==> src/verilog/gauge_pkg.sv <==
package gauge_pkg;

	typedef enum logic [1:0] {
		MODE_SLEEP = 2'h0,
		MODE_TEMP = 2'h1,
		MODE_VOLT = 2'h2,
		MODE_AUTO = 2'h3
	} adc_mode_t;

	typedef enum logic [1:0] {
		PIN_OFF = 2'h0,
		PIN_FULL = 2'h1,
		PIN_ALERT = 2'h2,
		PIN_BOTH = 2'h3
	} pin_cfg_t;

	// bit 7:6 mode, 5:3 prescale, 2:1 pin config, 0 shutdown
	typedef struct packed {
		adc_mode_t mode;
		logic [2:0] prescale;
		pin_cfg_t pin;
		logic shutdown;
	} ctrl_t;

	typedef struct packed {
		logic [15:0] chg_hi;
		logic [15:0] chg_lo;
		logic [7:0] volt_hi;
		logic [7:0] volt_lo;
		logic [7:0] temp_hi;
		logic [7:0] temp_lo;
	} lim_t;

	// same order as status bits 5..1
	typedef struct packed {
		logic acc_ovf;
		logic temp_alert;
		logic chg_hi;
		logic chg_lo;
		logic volt_alert;
	} stat_t;

	typedef enum logic [2:0] {
		ST_IDLE = 3'h1,
		ST_CONV = 3'h2,
		ST_WAIT = 3'h4
	} seq_state_t;

	localparam ctrl_t CTRL_RESET = 8'h3c;
	localparam logic [15:0] ACR_RESET = 16'h7fff;
	localparam logic [15:0] ACR_FULL = 16'hffff;
	localparam logic [15:0] ACR_EMPTY = 16'h0000;
	localparam logic [10:0] INTERNAL_STEPS = 11'h008;

	localparam int unsigned CLK_KHZ = 200000;
	localparam int unsigned CONV_TIME_MS = 10;
	localparam int unsigned SCAN_IDLE_MS = 2000;
	localparam int unsigned CONV_CYCLES = CONV_TIME_MS * CLK_KHZ;
	localparam int unsigned SCAN_IDLE_CYCLES = SCAN_IDLE_MS * CLK_KHZ;

endpackage
==> src/verilog/gauge_control_sequencer.sv <==
`timescale 1ns/1ps
// Summary of operation
// - auto mode: volt, temp, idle, repeat
// - mode 10 runs one voltage conversion
// - mode 01 runs one temperature conversion
// - single conversion done clears mode to sleep
// - mode 00 sleeps; resets to 00
// - auto mode never cleared by hardware
// - running conversion finishes before new mode
// - each conversion lasts ten milliseconds
// - result loads into matching result register
// - out-of-limit result sets flag; alert only with pin config 10 or 11
// - prescaler is two to field value
// - prescaler times eight internal steps per count
// - pin config 10 drives alert low
// - alert response releases the pin
// - pin config 01 high input forces full
// - pin config 00 disables the pin
// - shutdown stops analog, registers kept
// - shutdown discards fractional charge residue
// - prescaler wrap steps accumulator by one
// - accumulator saturates and flags overflow
module gauge_control_sequencer #(
	parameter int unsigned CONV_CYCLES = gauge_pkg::CONV_CYCLES,
	parameter int unsigned SCAN_IDLE_CYCLES = gauge_pkg::SCAN_IDLE_CYCLES
) (
	input wire logic mclk,
	input wire logic rst_b,
	input wire logic ctrl_wr,
	input wire logic [7:0] ctrl_wdata,
	output gauge_pkg::ctrl_t ctrl_rdata,
	input wire logic acc_wr,
	input wire logic [15:0] acc_wdata,
	output logic [15:0] charge_accumulator,
	input gauge_pkg::lim_t limits,
	input wire logic status_clr,
	output gauge_pkg::stat_t status,
	input wire logic ara_hit,
	input wire logic step_up,
	input wire logic step_dn,
	output logic analog_on,
	output logic adc_start,
	output logic adc_sel_temp,
	input wire logic [15:0] adc_data,
	output logic [15:0] voltage_result,
	output logic [15:0] temp_result,
	input wire logic pin_in,
	output logic pin_out,
	output logic pin_oe_b,
	output logic alert_pending
);

	localparam logic [31:0] CONV_LAST = 32'(CONV_CYCLES - 1);
	localparam logic [31:0] SCAN_LAST = 32'(SCAN_IDLE_CYCLES - 1);

	gauge_pkg::ctrl_t ctrl_reg, ctrl_next;
	gauge_pkg::seq_state_t state_reg, state_next;
	gauge_pkg::adc_mode_t conv_mode_reg, conv_mode_next;
	gauge_pkg::stat_t stat_reg, stat_next;
	logic [31:0] timer_reg, timer_next;
	logic conv_temp_reg, conv_temp_next;
	logic conv_auto_reg, conv_auto_next;
	logic start_reg, start_next;
	logic clear_mode;
	logic [9:0] pre_reg, pre_next;
	logic [15:0] acc_reg, acc_next;
	logic [15:0] volt_reg, temp_reg;
	logic chg_over_reg, chg_under_reg;
	logic alert_reg, alert_next;
	logic oe_b_reg;

	wire gauge_pkg::adc_mode_t mode = ctrl_reg.mode;
	wire logic shdn = ctrl_reg.shutdown;
	wire logic conv_done = state_reg == gauge_pkg::ST_CONV && !shdn && timer_reg == CONV_LAST;
	wire logic [31:0] timer_inc = timer_reg + 32'h1;

	// host write beats the self-clear so a fresh mode is never lost
	wire gauge_pkg::ctrl_t ctrl_cleared = '{mode: gauge_pkg::MODE_SLEEP,
		prescale: ctrl_reg.prescale, pin: ctrl_reg.pin, shutdown: ctrl_reg.shutdown};
	assign ctrl_next = ctrl_wr ? gauge_pkg::ctrl_t'(ctrl_wdata) :
		clear_mode ? ctrl_cleared : ctrl_reg;

	always_comb
	begin
		state_next = state_reg;
		timer_next = timer_reg;
		conv_temp_next = conv_temp_reg;
		conv_auto_next = conv_auto_reg;
		conv_mode_next = conv_mode_reg;
		start_next = 1'b0;
		clear_mode = 1'b0;
		unique case (state_reg)
			gauge_pkg::ST_IDLE:
				if (!shdn && mode != gauge_pkg::MODE_SLEEP)
				begin
					state_next = gauge_pkg::ST_CONV;
					timer_next = 32'h0;
					conv_temp_next = mode == gauge_pkg::MODE_TEMP;
					conv_auto_next = mode == gauge_pkg::MODE_AUTO;
					conv_mode_next = mode;
					start_next = 1'b1;
				end
			gauge_pkg::ST_CONV:
				// mode is only looked at once the conversion is over
				if (conv_done)
				begin
					timer_next = 32'h0;
					if (conv_auto_reg && !conv_temp_reg && mode == gauge_pkg::MODE_AUTO)
					begin
						conv_temp_next = 1'b1;
						start_next = 1'b1;
					end
					else if (conv_auto_reg && mode == gauge_pkg::MODE_AUTO)
						state_next = gauge_pkg::ST_WAIT;
					else
					begin
						state_next = gauge_pkg::ST_IDLE;
						clear_mode = !conv_auto_reg && mode == conv_mode_reg;
					end
				end
				else if (!shdn)
					timer_next = timer_inc;
			gauge_pkg::ST_WAIT:
				if (mode != gauge_pkg::MODE_AUTO)
					state_next = gauge_pkg::ST_IDLE;
				else if (!shdn)
				begin
					if (timer_reg == SCAN_LAST)
					begin
						state_next = gauge_pkg::ST_CONV;
						timer_next = 32'h0;
						conv_temp_next = 1'b0;
						conv_auto_next = 1'b1;
						conv_mode_next = mode;
						start_next = 1'b1;
					end
					else
						timer_next = timer_inc;
				end
		endcase
	end

	always_ff @(posedge mclk or negedge rst_b)
		if (!rst_b)
		begin
			ctrl_reg <= gauge_pkg::CTRL_RESET;
			state_reg <= gauge_pkg::ST_IDLE;
			timer_reg <= 32'h0;
			conv_temp_reg <= 1'b0;
			conv_auto_reg <= 1'b0;
			conv_mode_reg <= gauge_pkg::MODE_SLEEP;
			start_reg <= 1'b0;
		end
		else
		begin
			ctrl_reg <= ctrl_next;
			state_reg <= state_next;
			timer_reg <= timer_next;
			conv_temp_reg <= conv_temp_next;
			conv_auto_reg <= conv_auto_next;
			conv_mode_reg <= conv_mode_next;
			start_reg <= start_next;
		end

	always_ff @(posedge mclk or negedge rst_b)
		if (!rst_b)
		begin
			volt_reg <= 16'h0;
			temp_reg <= 16'h0;
		end
		else if (conv_done)
		begin
			if (conv_temp_reg)
				temp_reg <= adc_data;
			else
				volt_reg <= adc_data;
		end

	// coulomb counter: M*8 internal steps per accumulator count
	wire logic [10:0] pre_span = gauge_pkg::INTERNAL_STEPS << ctrl_reg.prescale;
	wire logic [9:0] pre_top = 10'(pre_span - 11'h1);
	wire logic up = step_up && !step_dn && !shdn;
	wire logic dn = step_dn && !step_up && !shdn;
	// >= covers a residue left above a newly lowered prescaler
	wire logic wrap_up = up && pre_reg >= pre_top;
	wire logic wrap_dn = dn && pre_reg == 10'h0;

	assign pre_next = shdn ? 10'h0 :
		wrap_up ? 10'h0 :
		wrap_dn ? pre_top :
		up ? 10'(pre_reg + 10'h1) :
		dn ? 10'(pre_reg - 10'h1) : pre_reg;

	// pin config 11 turns on both functions; software must avoid it
	wire logic cc_mode = ctrl_reg.pin[0];
	wire logic alert_mode = ctrl_reg.pin[1];
	wire logic full_force = cc_mode && pin_in;
	wire logic acc_inc = wrap_up && acc_reg != gauge_pkg::ACR_FULL;
	wire logic acc_dec = wrap_dn && acc_reg != gauge_pkg::ACR_EMPTY;

	// a step racing a host write is dropped; shutdown first when loading
	assign acc_next = full_force ? gauge_pkg::ACR_FULL :
		acc_wr ? acc_wdata :
		acc_inc ? 16'(acc_reg + 16'h1) :
		acc_dec ? 16'(acc_reg - 16'h1) : acc_reg;

	wire logic acc_hit = !full_force && !acc_wr &&
		((wrap_up && acc_next == gauge_pkg::ACR_FULL) ||
		(wrap_dn && acc_next == gauge_pkg::ACR_EMPTY));

	always_ff @(posedge mclk or negedge rst_b)
		if (!rst_b)
		begin
			pre_reg <= 10'h0;
			acc_reg <= gauge_pkg::ACR_RESET;
		end
		else
		begin
			pre_reg <= pre_next;
			acc_reg <= acc_next;
		end

	// limit checks: charge is watched always, voltage and temp per result
	wire logic chg_over = acc_reg > limits.chg_hi;
	wire logic chg_under = acc_reg < limits.chg_lo;
	wire logic volt_ev = conv_done && !conv_temp_reg &&
		(adc_data[15:8] > limits.volt_hi || adc_data[15:8] < limits.volt_lo);
	wire logic temp_ev = conv_done && conv_temp_reg &&
		(adc_data[15:8] > limits.temp_hi || adc_data[15:8] < limits.temp_lo);

	// set wins over a read-clear in the same cycle
	wire logic keep = !status_clr;
	assign stat_next.acc_ovf = acc_hit || (stat_reg.acc_ovf && keep);
	assign stat_next.temp_alert = temp_ev || (stat_reg.temp_alert && keep);
	assign stat_next.chg_hi = chg_over || (stat_reg.chg_hi && keep);
	assign stat_next.chg_lo = chg_under || (stat_reg.chg_lo && keep);
	assign stat_next.volt_alert = volt_ev || (stat_reg.volt_alert && keep);

	// charge alert fires on the crossing, else it would re-arm every cycle
	wire logic alert_ev = acc_hit || volt_ev || temp_ev ||
		(chg_over && !chg_over_reg) || (chg_under && !chg_under_reg);
	assign alert_next = alert_mode && (alert_ev || (alert_reg && !ara_hit));

	always_ff @(posedge mclk or negedge rst_b)
		if (!rst_b)
		begin
			stat_reg <= '0;
			chg_over_reg <= 1'b0;
			chg_under_reg <= 1'b0;
			alert_reg <= 1'b0;
			oe_b_reg <= 1'b1;
		end
		else
		begin
			stat_reg <= stat_next;
			chg_over_reg <= chg_over;
			chg_under_reg <= chg_under;
			alert_reg <= alert_next;
			oe_b_reg <= !alert_next;
		end

	assign ctrl_rdata = ctrl_reg;
	assign charge_accumulator = acc_reg;
	assign status = stat_reg;
	assign analog_on = !shdn;
	assign adc_start = start_reg;
	assign adc_sel_temp = conv_temp_reg;
	assign voltage_result = volt_reg;
	assign temp_result = temp_reg;
	assign pin_out = 1'b0;
	assign pin_oe_b = oe_b_reg;
	assign alert_pending = alert_reg;

	logic [31:0] conv_age_reg;
	always_ff @(posedge mclk or negedge rst_b)
		if (!rst_b)
			conv_age_reg <= 32'h0;
		else if (start_next)
			conv_age_reg <= 32'h0;
		else if (state_reg == gauge_pkg::ST_CONV && !shdn)
			conv_age_reg <= conv_age_reg + 32'h1;
endmodule // gauge_control_sequencer

==> config.mk <==
export PLATFORM = sky130hd
export DESIGN_NAME = gauge_control_sequencer
export DESIGN_NICKNAME = d
export VERILOG_FILES = /design/src/verilog/gauge_pkg.sv /design/src/verilog/gauge_control_sequencer.sv
export SDC_FILE = /design/constraint.sdc
export NUM_CORES = 1
export LEC_CHECK = 0
export ABC_AREA = 1
export ABC_CLOCK_PERIOD_IN_PS = 5300
export CAP_MARGIN = 20
export CORE_ASPECT_RATIO = 0.6
export CORE_MARGIN = 5
export CORE_UTILIZATION = 43
export DETAILED_ROUTE_END_ITERATION = 16
export DONT_BUFFER_PORTS = 1
export PLACE_DENSITY = 0.63
export SETUP_SLACK_MARGIN = 0.2
export SKIP_LAST_GASP = 1
export SYNTH_ARGS = -nofsm -noshare
export SYNTH_HDL_FRONTEND = slang
export SYNTH_SLANG_ARGS = --single-unit
==> constraint.sdc <==
create_clock -name mclk -period 5.3 [get_ports mclk]
set_input_delay 0.265 -clock mclk [delete_from_list [all_inputs] [get_ports mclk]]
set_output_delay 0.265 -clock mclk [all_outputs]
set_load 0.01 [all_outputs]
==> results of run 1 <==
power groups by stage:
| stage | Sequential, uW | Combinational [uW] | Clock (uW) |
|---|---|---|---|
| 3_5_place_dp | 1220 | 976 | 0 |
| 6_report | 1220 | 1030 | 1210 |
| 5_1_grt | 1230 | 1180 | 1280 |
| 2_1_floorplan | 1120 | 809 | 0 |
| 4_1_cts | 1210 | 1020 | 1230 |
| 3_3_place_gp | 1220 | 960 | 0 |
layout make-up:
cell class	count	area share (%)
Multi-Input combinational cell	973	51.75
Clock inverter	15	1.816
Inverter	217	7.986
Antenna cell	1	0.02453
Clock buffer	17	4.171
Timing Repair Buffer	23	2.355
Tap cell	279	3.422
Sequential cell	115	28.47
critical path, stage by stage, from the launching register on:
cell and delay, ps:
dfstp_2 610, inv_1 130, nand2_1 140, ha_1 230
xnor2_1 160, nand2_1 120, ha_1 310, nand2_1 80
nor2_1 160, nand3b_1 110, nand3_1 170, nand2_1 160
inv_1 420, nand3_1 130, nand2_1 90, nand2_1 60
nand2_2 110, nand2_1 50, inv_1 40, nand2_1 40
nor2_1 140, nand2_1 70, nand2_1 50, nand2_1 70
a21oi_1 140
synthesized netlist by cell type (3+ instances only):
library cell  instances
a31oi_1               4
o221ai_1              3
nand4_1              24
clkbuf_1             14
o22ai_1               7
nand3_1              72
nor4_1               10
dfrtp_1              94
o21a_1                3
buf_6                 4
dfstp_2              21
a21boi_0              4
buf_4                 4
o21ai_0              83
o211ai_1              8
a21o_1                4
nor2_2                5
inv_1               215
nand3_2               3
nor3_1               33
xnor2_1               6
xor2_1               33
nand2_2              12
ha_1                 81
buf_2                 7
nand2_1             373
nor2_1              117
a21oi_1              61
layer usage:
metal	part of all wire [%]	wire [um]	track usage (%)
met1	48	13700	35.36
met2	38	10800	30.58
met3	11	3228	8.987
met4	2.0	554	6.362
met5	0	0	0
stage by stage:
stage,hold WS (ps),util [%],setup slack (ps),instances
2_1_floorplan,-30.59,-,2227,1335
3_3_place_gp,-18.50,44.65,1696,1587
3_5_place_dp,-17.88,44.65,1482,1587
5_1_grt,2.839,48.61,1046,1640
4_1_cts,2.273,48.60,1444,1639
6_report,9.195,48.61,1410,1640
cells by family (layout without fill, tap and decap cells):
group,after synthesis,in the layout,share of synthesized area (%)
adder cells (fa/ha/maj),82,82,11.28
XOR/XNOR,39,39,3.727
other,1,2,0.04092
AND/OR/NAND/NOR,664,664,31.22
flip-flops,115,115,31.69
buffers and inverters,247,272,10.72
AO/OA/AOI/OAI,187,187,11.33
final timing paths:
check,start,end,slack (ps)
min,adc_data[15],temp_result[15]$_DFFE_PN0P_,9
max reg2reg,ctrl_rdata[5]$_DFFE_PN1P_,alert_pending$_DFF_PN0_,1410
max,ctrl_rdata[5]$_DFFE_PN1P_,alert_pending$_DFF_PN0_,1410
min reg2reg,ctrl_rdata[2]$_DFFE_PN1P_,pin_oe_b$_DFF_PN1_,500
max in group asynchronous,rst_b,temp_result[11]$_DFFE_PN0P_,4390
min in group asynchronous,rst_b,pre_reg[9]$_DFFE_PN0P_,480
==> results.sh, run 1 <==
export IMPL_synthArstFlopShare_pct=100.0
export IMPL_syn_num_nets=1530
export IMPL_cts_setup_buffers=0
export IMPL_crit_type="reg -> reg"
export IMPL_hold_viol_final=0
export IMPL_whs_path_depth=2
export IMPL_arrival_ps=4230
export IMPL_comb_power_share_pct=29.8
export IMPL_synth_area_leader_cell="dfrtp_1"
export IMPL_cts_root_buf="clkbuf_16"
export IMPL_largest_reg_flops=32
export IMPL_p_clk_share_pct=35.1
export IMPL_rsz0062_at_grt="false"
export IMPL_final_common_cell="nand2_1"
export IMPL_track_usage_pct=23.37
export IMPL_syn_avg_cell_area_um2=6.865
export IMPL_yosysWarnings=0
export IMPL_stdcell_area_um2=10200
export IMPL_slew_violations=0
export IMPL_port_buffers=0
export IMPL_max_freq_ghz=0.2571
export IMPL_finalSetupViolCount=0
export IMPL_vias=8712
export IMPL_viasPerCell=5.312
export IMPL_die_area_um2=24430
export IMPL_net_switching_power_uw=1352
export IMPL_post_dp_cell_area_um2=9369
export IMPL_antenna_left=0
export IMPL_nets=1542
export IMPL_start_util_pct=43.68
export IMPL_status="completed"
export IMPL_netlist_area_um2=9165
export IMPL_synth_top_area_share_pct=25.67
export IMPL_ys_seq_area_share_pct=31.69
export IMPL_finalClockSkew_ps=12.58
export IMPL_p_sw_share_pct=39.08
export IMPL_drt_wirelength_per_cell_um=17.24
export IMPL_die_h_um=123.1
export IMPL_clockBufferDepth=2
export IMPL_wirelength_um=28280
export IMPL_reg2reg_depth=24
export IMPL_core_area_um2=20980
export IMPL_firstDrtPassIters=5
export IMPL_grt_pass1_wl_um=44800
export IMPL_holdBufCountCts=20
export IMPL_fin_crit_sh_pct=73.39
export IMPL_htree_levels=4
export IMPL_numCtsBuffers=17
export IMPL_start_kind="flop"
export IMPL_ios=180
export IMPL_peakVddDrop_mv=0.2736
export IMPL_cap_violations=0
export IMPL_worst_slew_pin_slew_ps=918.7
export IMPL_cts_resized=0
export IMPL_post_dp_hpwl_um=22020
export IMPL_overflow=0
export IMPL_clk_pin_slew_worst_paths_ps=70
export IMPL_p_int_uw=2108
export IMPL_ys_seq_elements=115
export IMPL_fp_row_count=41
export IMPL_layout_common_cells="373 x nand2_1, 215 x inv_1, 117 x nor2_1"
export IMPL_synth_main_ff_cell="dfrtp_1"
export IMPL_syn_inst=1335
export IMPL_p_seq_share_pct=35.1
export IMPL_antenna_found_initial=1
export IMPL_end_kind="flop"
export IMPL_regArea_um2=2904
export IMPL_hold_path_class="in -> reg"
export IMPL_yosys_top_cells_area="dfrtp_1 26%, nand2_1 15%, ha_1 11%"
export IMPL_pwr_density_cell_nw_per_um2=339.3
export IMPL_clock_sinks=115
export IMPL_required_ps=5640
export IMPL_p_leak_uw=0.005275
export IMPL_multi_input_area_um2=5279
export IMPL_die_w_um=198.5
export IMPL_drive_gt1_share_pct=6.471
export IMPL_cts_tree="yes"
export IMPL_worstSkewPairLatency_ps=420
export IMPL_slew_headroom_pct=38.61
export IMPL_syn2layout_area_growth_pct=11.29
export IMPL_synth_distinct_cells=52
export IMPL_period_minus_slack_ps=3890
export IMPL_route_detailed_drc=0
export IMPL_place_congestion=0.9629
export IMPL_grt_max_degree=116
export IMPL_n_fill_cell=2070
export IMPL_totalPowerFinal_uw=3460
export IMPL_drtIter0Drc=699
export IMPL_finalSetupTns_ps=0
export IMPL_synth_enable_flop_cells=0
export IMPL_grt_pass1_vias=8122
export IMPL_cp_max_fo=14
(Power assumes the default switching activity.)
==> run 2, diff against run 1 <==
ABC_CLOCK_PERIOD_IN_PS = 3600   (was 5300)
clock period = 3.6 ns   (was 5.3 ns; I/O delays follow)
==> results.sh, run 2 (synthesis results as in run 1) <==
export IMPL_status="finished with violations"
export IMPL_violations="hold timing"
export IMPL_drive_gt1_share_pct=10.45
export IMPL_wirelength_um=29710
export IMPL_fin_util_pct=51.23
export IMPL_die_area_um2=24430
export IMPL_firstDrtPassIters=6
export IMPL_fin_crit_sh_pct=93.36
export IMPL_holdWs_ps=-3.386
export IMPL_finalSetupTns_ps=0
export IMPL_clockBufferDepth=2
export IMPL_place_congestion=0.9478
export IMPL_grt_use_met2_pct=32.20
export IMPL_slew_headroom_pct=38.42
export IMPL_worstSkewPairLatency_ps=430
export IMPL_antenna_cells=0
export IMPL_ios=180
export IMPL_end_kind="flop"
export IMPL_htree_levels=4
export IMPL_antenna_left=0
export IMPL_p_leak_uw=0.005486
export IMPL_peakVddDrop_mv=0.3267
export IMPL_regArea_um2=2904
export IMPL_stdcell_area_um2=10750
export IMPL_met1_usage_pct=35.87
export IMPL_pwr_density_cell_nw_per_um2=484.9
export IMPL_grt_max_degree=116
export IMPL_required_ps=3950
export IMPL_layout_common_cells="364 x nand2_1, 211 x inv_1, 114 x nor2_1"
export IMPL_core_area_um2=20980
export IMPL_n_fill_cell=1999
export IMPL_hold_path_class="in -> reg"
export IMPL_syn2layout_area_growth_pct=17.28
export IMPL_period_minus_slack_ps=3361
export IMPL_rsz0062_at_grt="true"
export IMPL_hold_viol_final=1
export IMPL_worstReg2RegStart="ctrl_rdata[5]$_DFFE_PN1P_"
export IMPL_grt_busiest_layer="met1"
export IMPL_clk_pin_slew_worst_paths_ps=70
export IMPL_start_util_pct=43.68
export IMPL_viasPerCell=5.425
export IMPL_track_usage_pct=24.15
export IMPL_startpoint="ctrl_rdata[5]$_DFFE_PN1P_"
export IMPL_largest_reg_flops=32
export IMPL_post_dp_hpwl_um=22240
export IMPL_totalPowerFinal_uw=5212
export IMPL_drt_wirelength_per_cell_um=17.62
export IMPL_clock_sinks=115
export IMPL_crit_type="reg -> reg"
export IMPL_multi_input_area_um2=5443
export IMPL_antenna_found_initial=0
export IMPL_cts_tree="yes"
export IMPL_cp_max_fo=7
export IMPL_arrival_ps=3710
export IMPL_final_common_cell="nand2_1"
export IMPL_die_h_um=123.1
export IMPL_rrSetupSlack_ps=240
export IMPL_fp_row_count=41
export IMPL_route_detailed_drc=0
export IMPL_nets=1589
export IMPL_grt_pass1_wl_um=46140
export IMPL_finalClockSkew_ps=15.01
export IMPL_grt_pass1_vias=8459
export IMPL_min_from="acc_wr"
export IMPL_slew_violations=0
export IMPL_finalSetupViolCount=0
export IMPL_worst_slew_pin_slew_ps=921.5
export IMPL_max_freq_ghz=0.2975
export IMPL_use_met3_pct=10.13
export IMPL_cap_violations=0
export IMPL_drtIter0Drc=1153
export IMPL_die_w_um=198.5
export IMPL_vias=9147
export IMPL_post_dp_cell_area_um2=9534
export IMPL_overflow=0
export IMPL_port_buffers=0
export IMPL_cts_root_buf="clkbuf_16"
export IMPL_numCtsBuffers=17
export IMPL_start_kind="flop"
## run 2: critical path, cell delays in order, from the launching register on
cell and delay (ps):
dfstp_2 530, inv_2 70, nand2_2 100, ha_4 190
xnor2_4 130, nand2_2 110, ha_4 280, nand2_1 100
nor2_2 150, nand3b_1 100, nand3_2 140, nand2_4 110
clkinvlp_4 210, nand3_2 80, nand2_1 90, nand2_1 50
nand2_1 110, nand2_1 60, inv_1 50, nand2_1 60
nor2_1 190, nand2_1 80, nand2_1 80, nand2_2 70
nand2_1 70, nand2_1 50
## run 2: routing by layer
| layer | part of all wire [%] | routed length [um] | vias up |
|---|---|---|---|
| li1 | - | - | 4418 |
| met3 | 13 | 3987 | 70 |
| met2 | 38 | 11380 | 530 |
| met5 | 0 | 0 | - |
| met4 | 2.1 | 614 | 0 |
| met1 | 46 | 13730 | 4129 |
## run 2: final timing paths
path / endpoint / cells past startpoint
worst max-delay path: pin_oe_b$_DFF_PN1_ / 25
worst min-delay path: charge_accumulator[3]$_DFF_PN1_ / 4
worst max register to register: pin_oe_b$_DFF_PN1_ / 25
worst min register to register: pin_oe_b$_DFF_PN1_ / 1
max in group asynchronous: timer_reg[2]$_DFFE_PN0P_ / 2
min in group asynchronous: pre_reg[6]$_DFFE_PN0P_ / 2
## run 2: cell type report
| class | count | area share [%] |
|---|---|---|
| clock buffer | 17 | 3.958 |
| timing repair buffer | 68 | 5.983 |
| timing repair inverter | 1 | 0.06984 |
| multi-input combinational | 974 | 50.63 |
| tap | 279 | 3.248 |
| inverter | 217 | 7.613 |
| sequential | 115 | 27.02 |
| clock inverter | 15 | 1.478 |
## run 2: power by group
group          leakage, uW  switching, uW  internal [uW]
sequential         0.00131            239           1460
combinational      0.00389           1130            708
clock             0.000282            746            928
## run 2: what timing repair did
action / CTS / global route
pin swaps: 0 / 16
gates resized for setup: 5 / 33
setup buffers: 0 / 2
hold buffers: 40 / 1
gates cloned: 1 / 1
hold endpoints to repair: 172 / 1
endpoints found under the setup margin: 3 / 3
## run 2: per-stage QoR
stage | hold WS [ps] | worst slack, ps | instances
3_3_place_gp | -104.6 | 116.8 | 1609
3_5_place_dp | -104.6 | -35.94 | 1609
5_1_grt | 11.69 | 16.93 | 1686
6_report | -3.386 | 239.2 | 1686
2_1_floorplan | -115.6 | 526.8 | 1335
4_1_cts | 1.533 | 214.3 | 1682
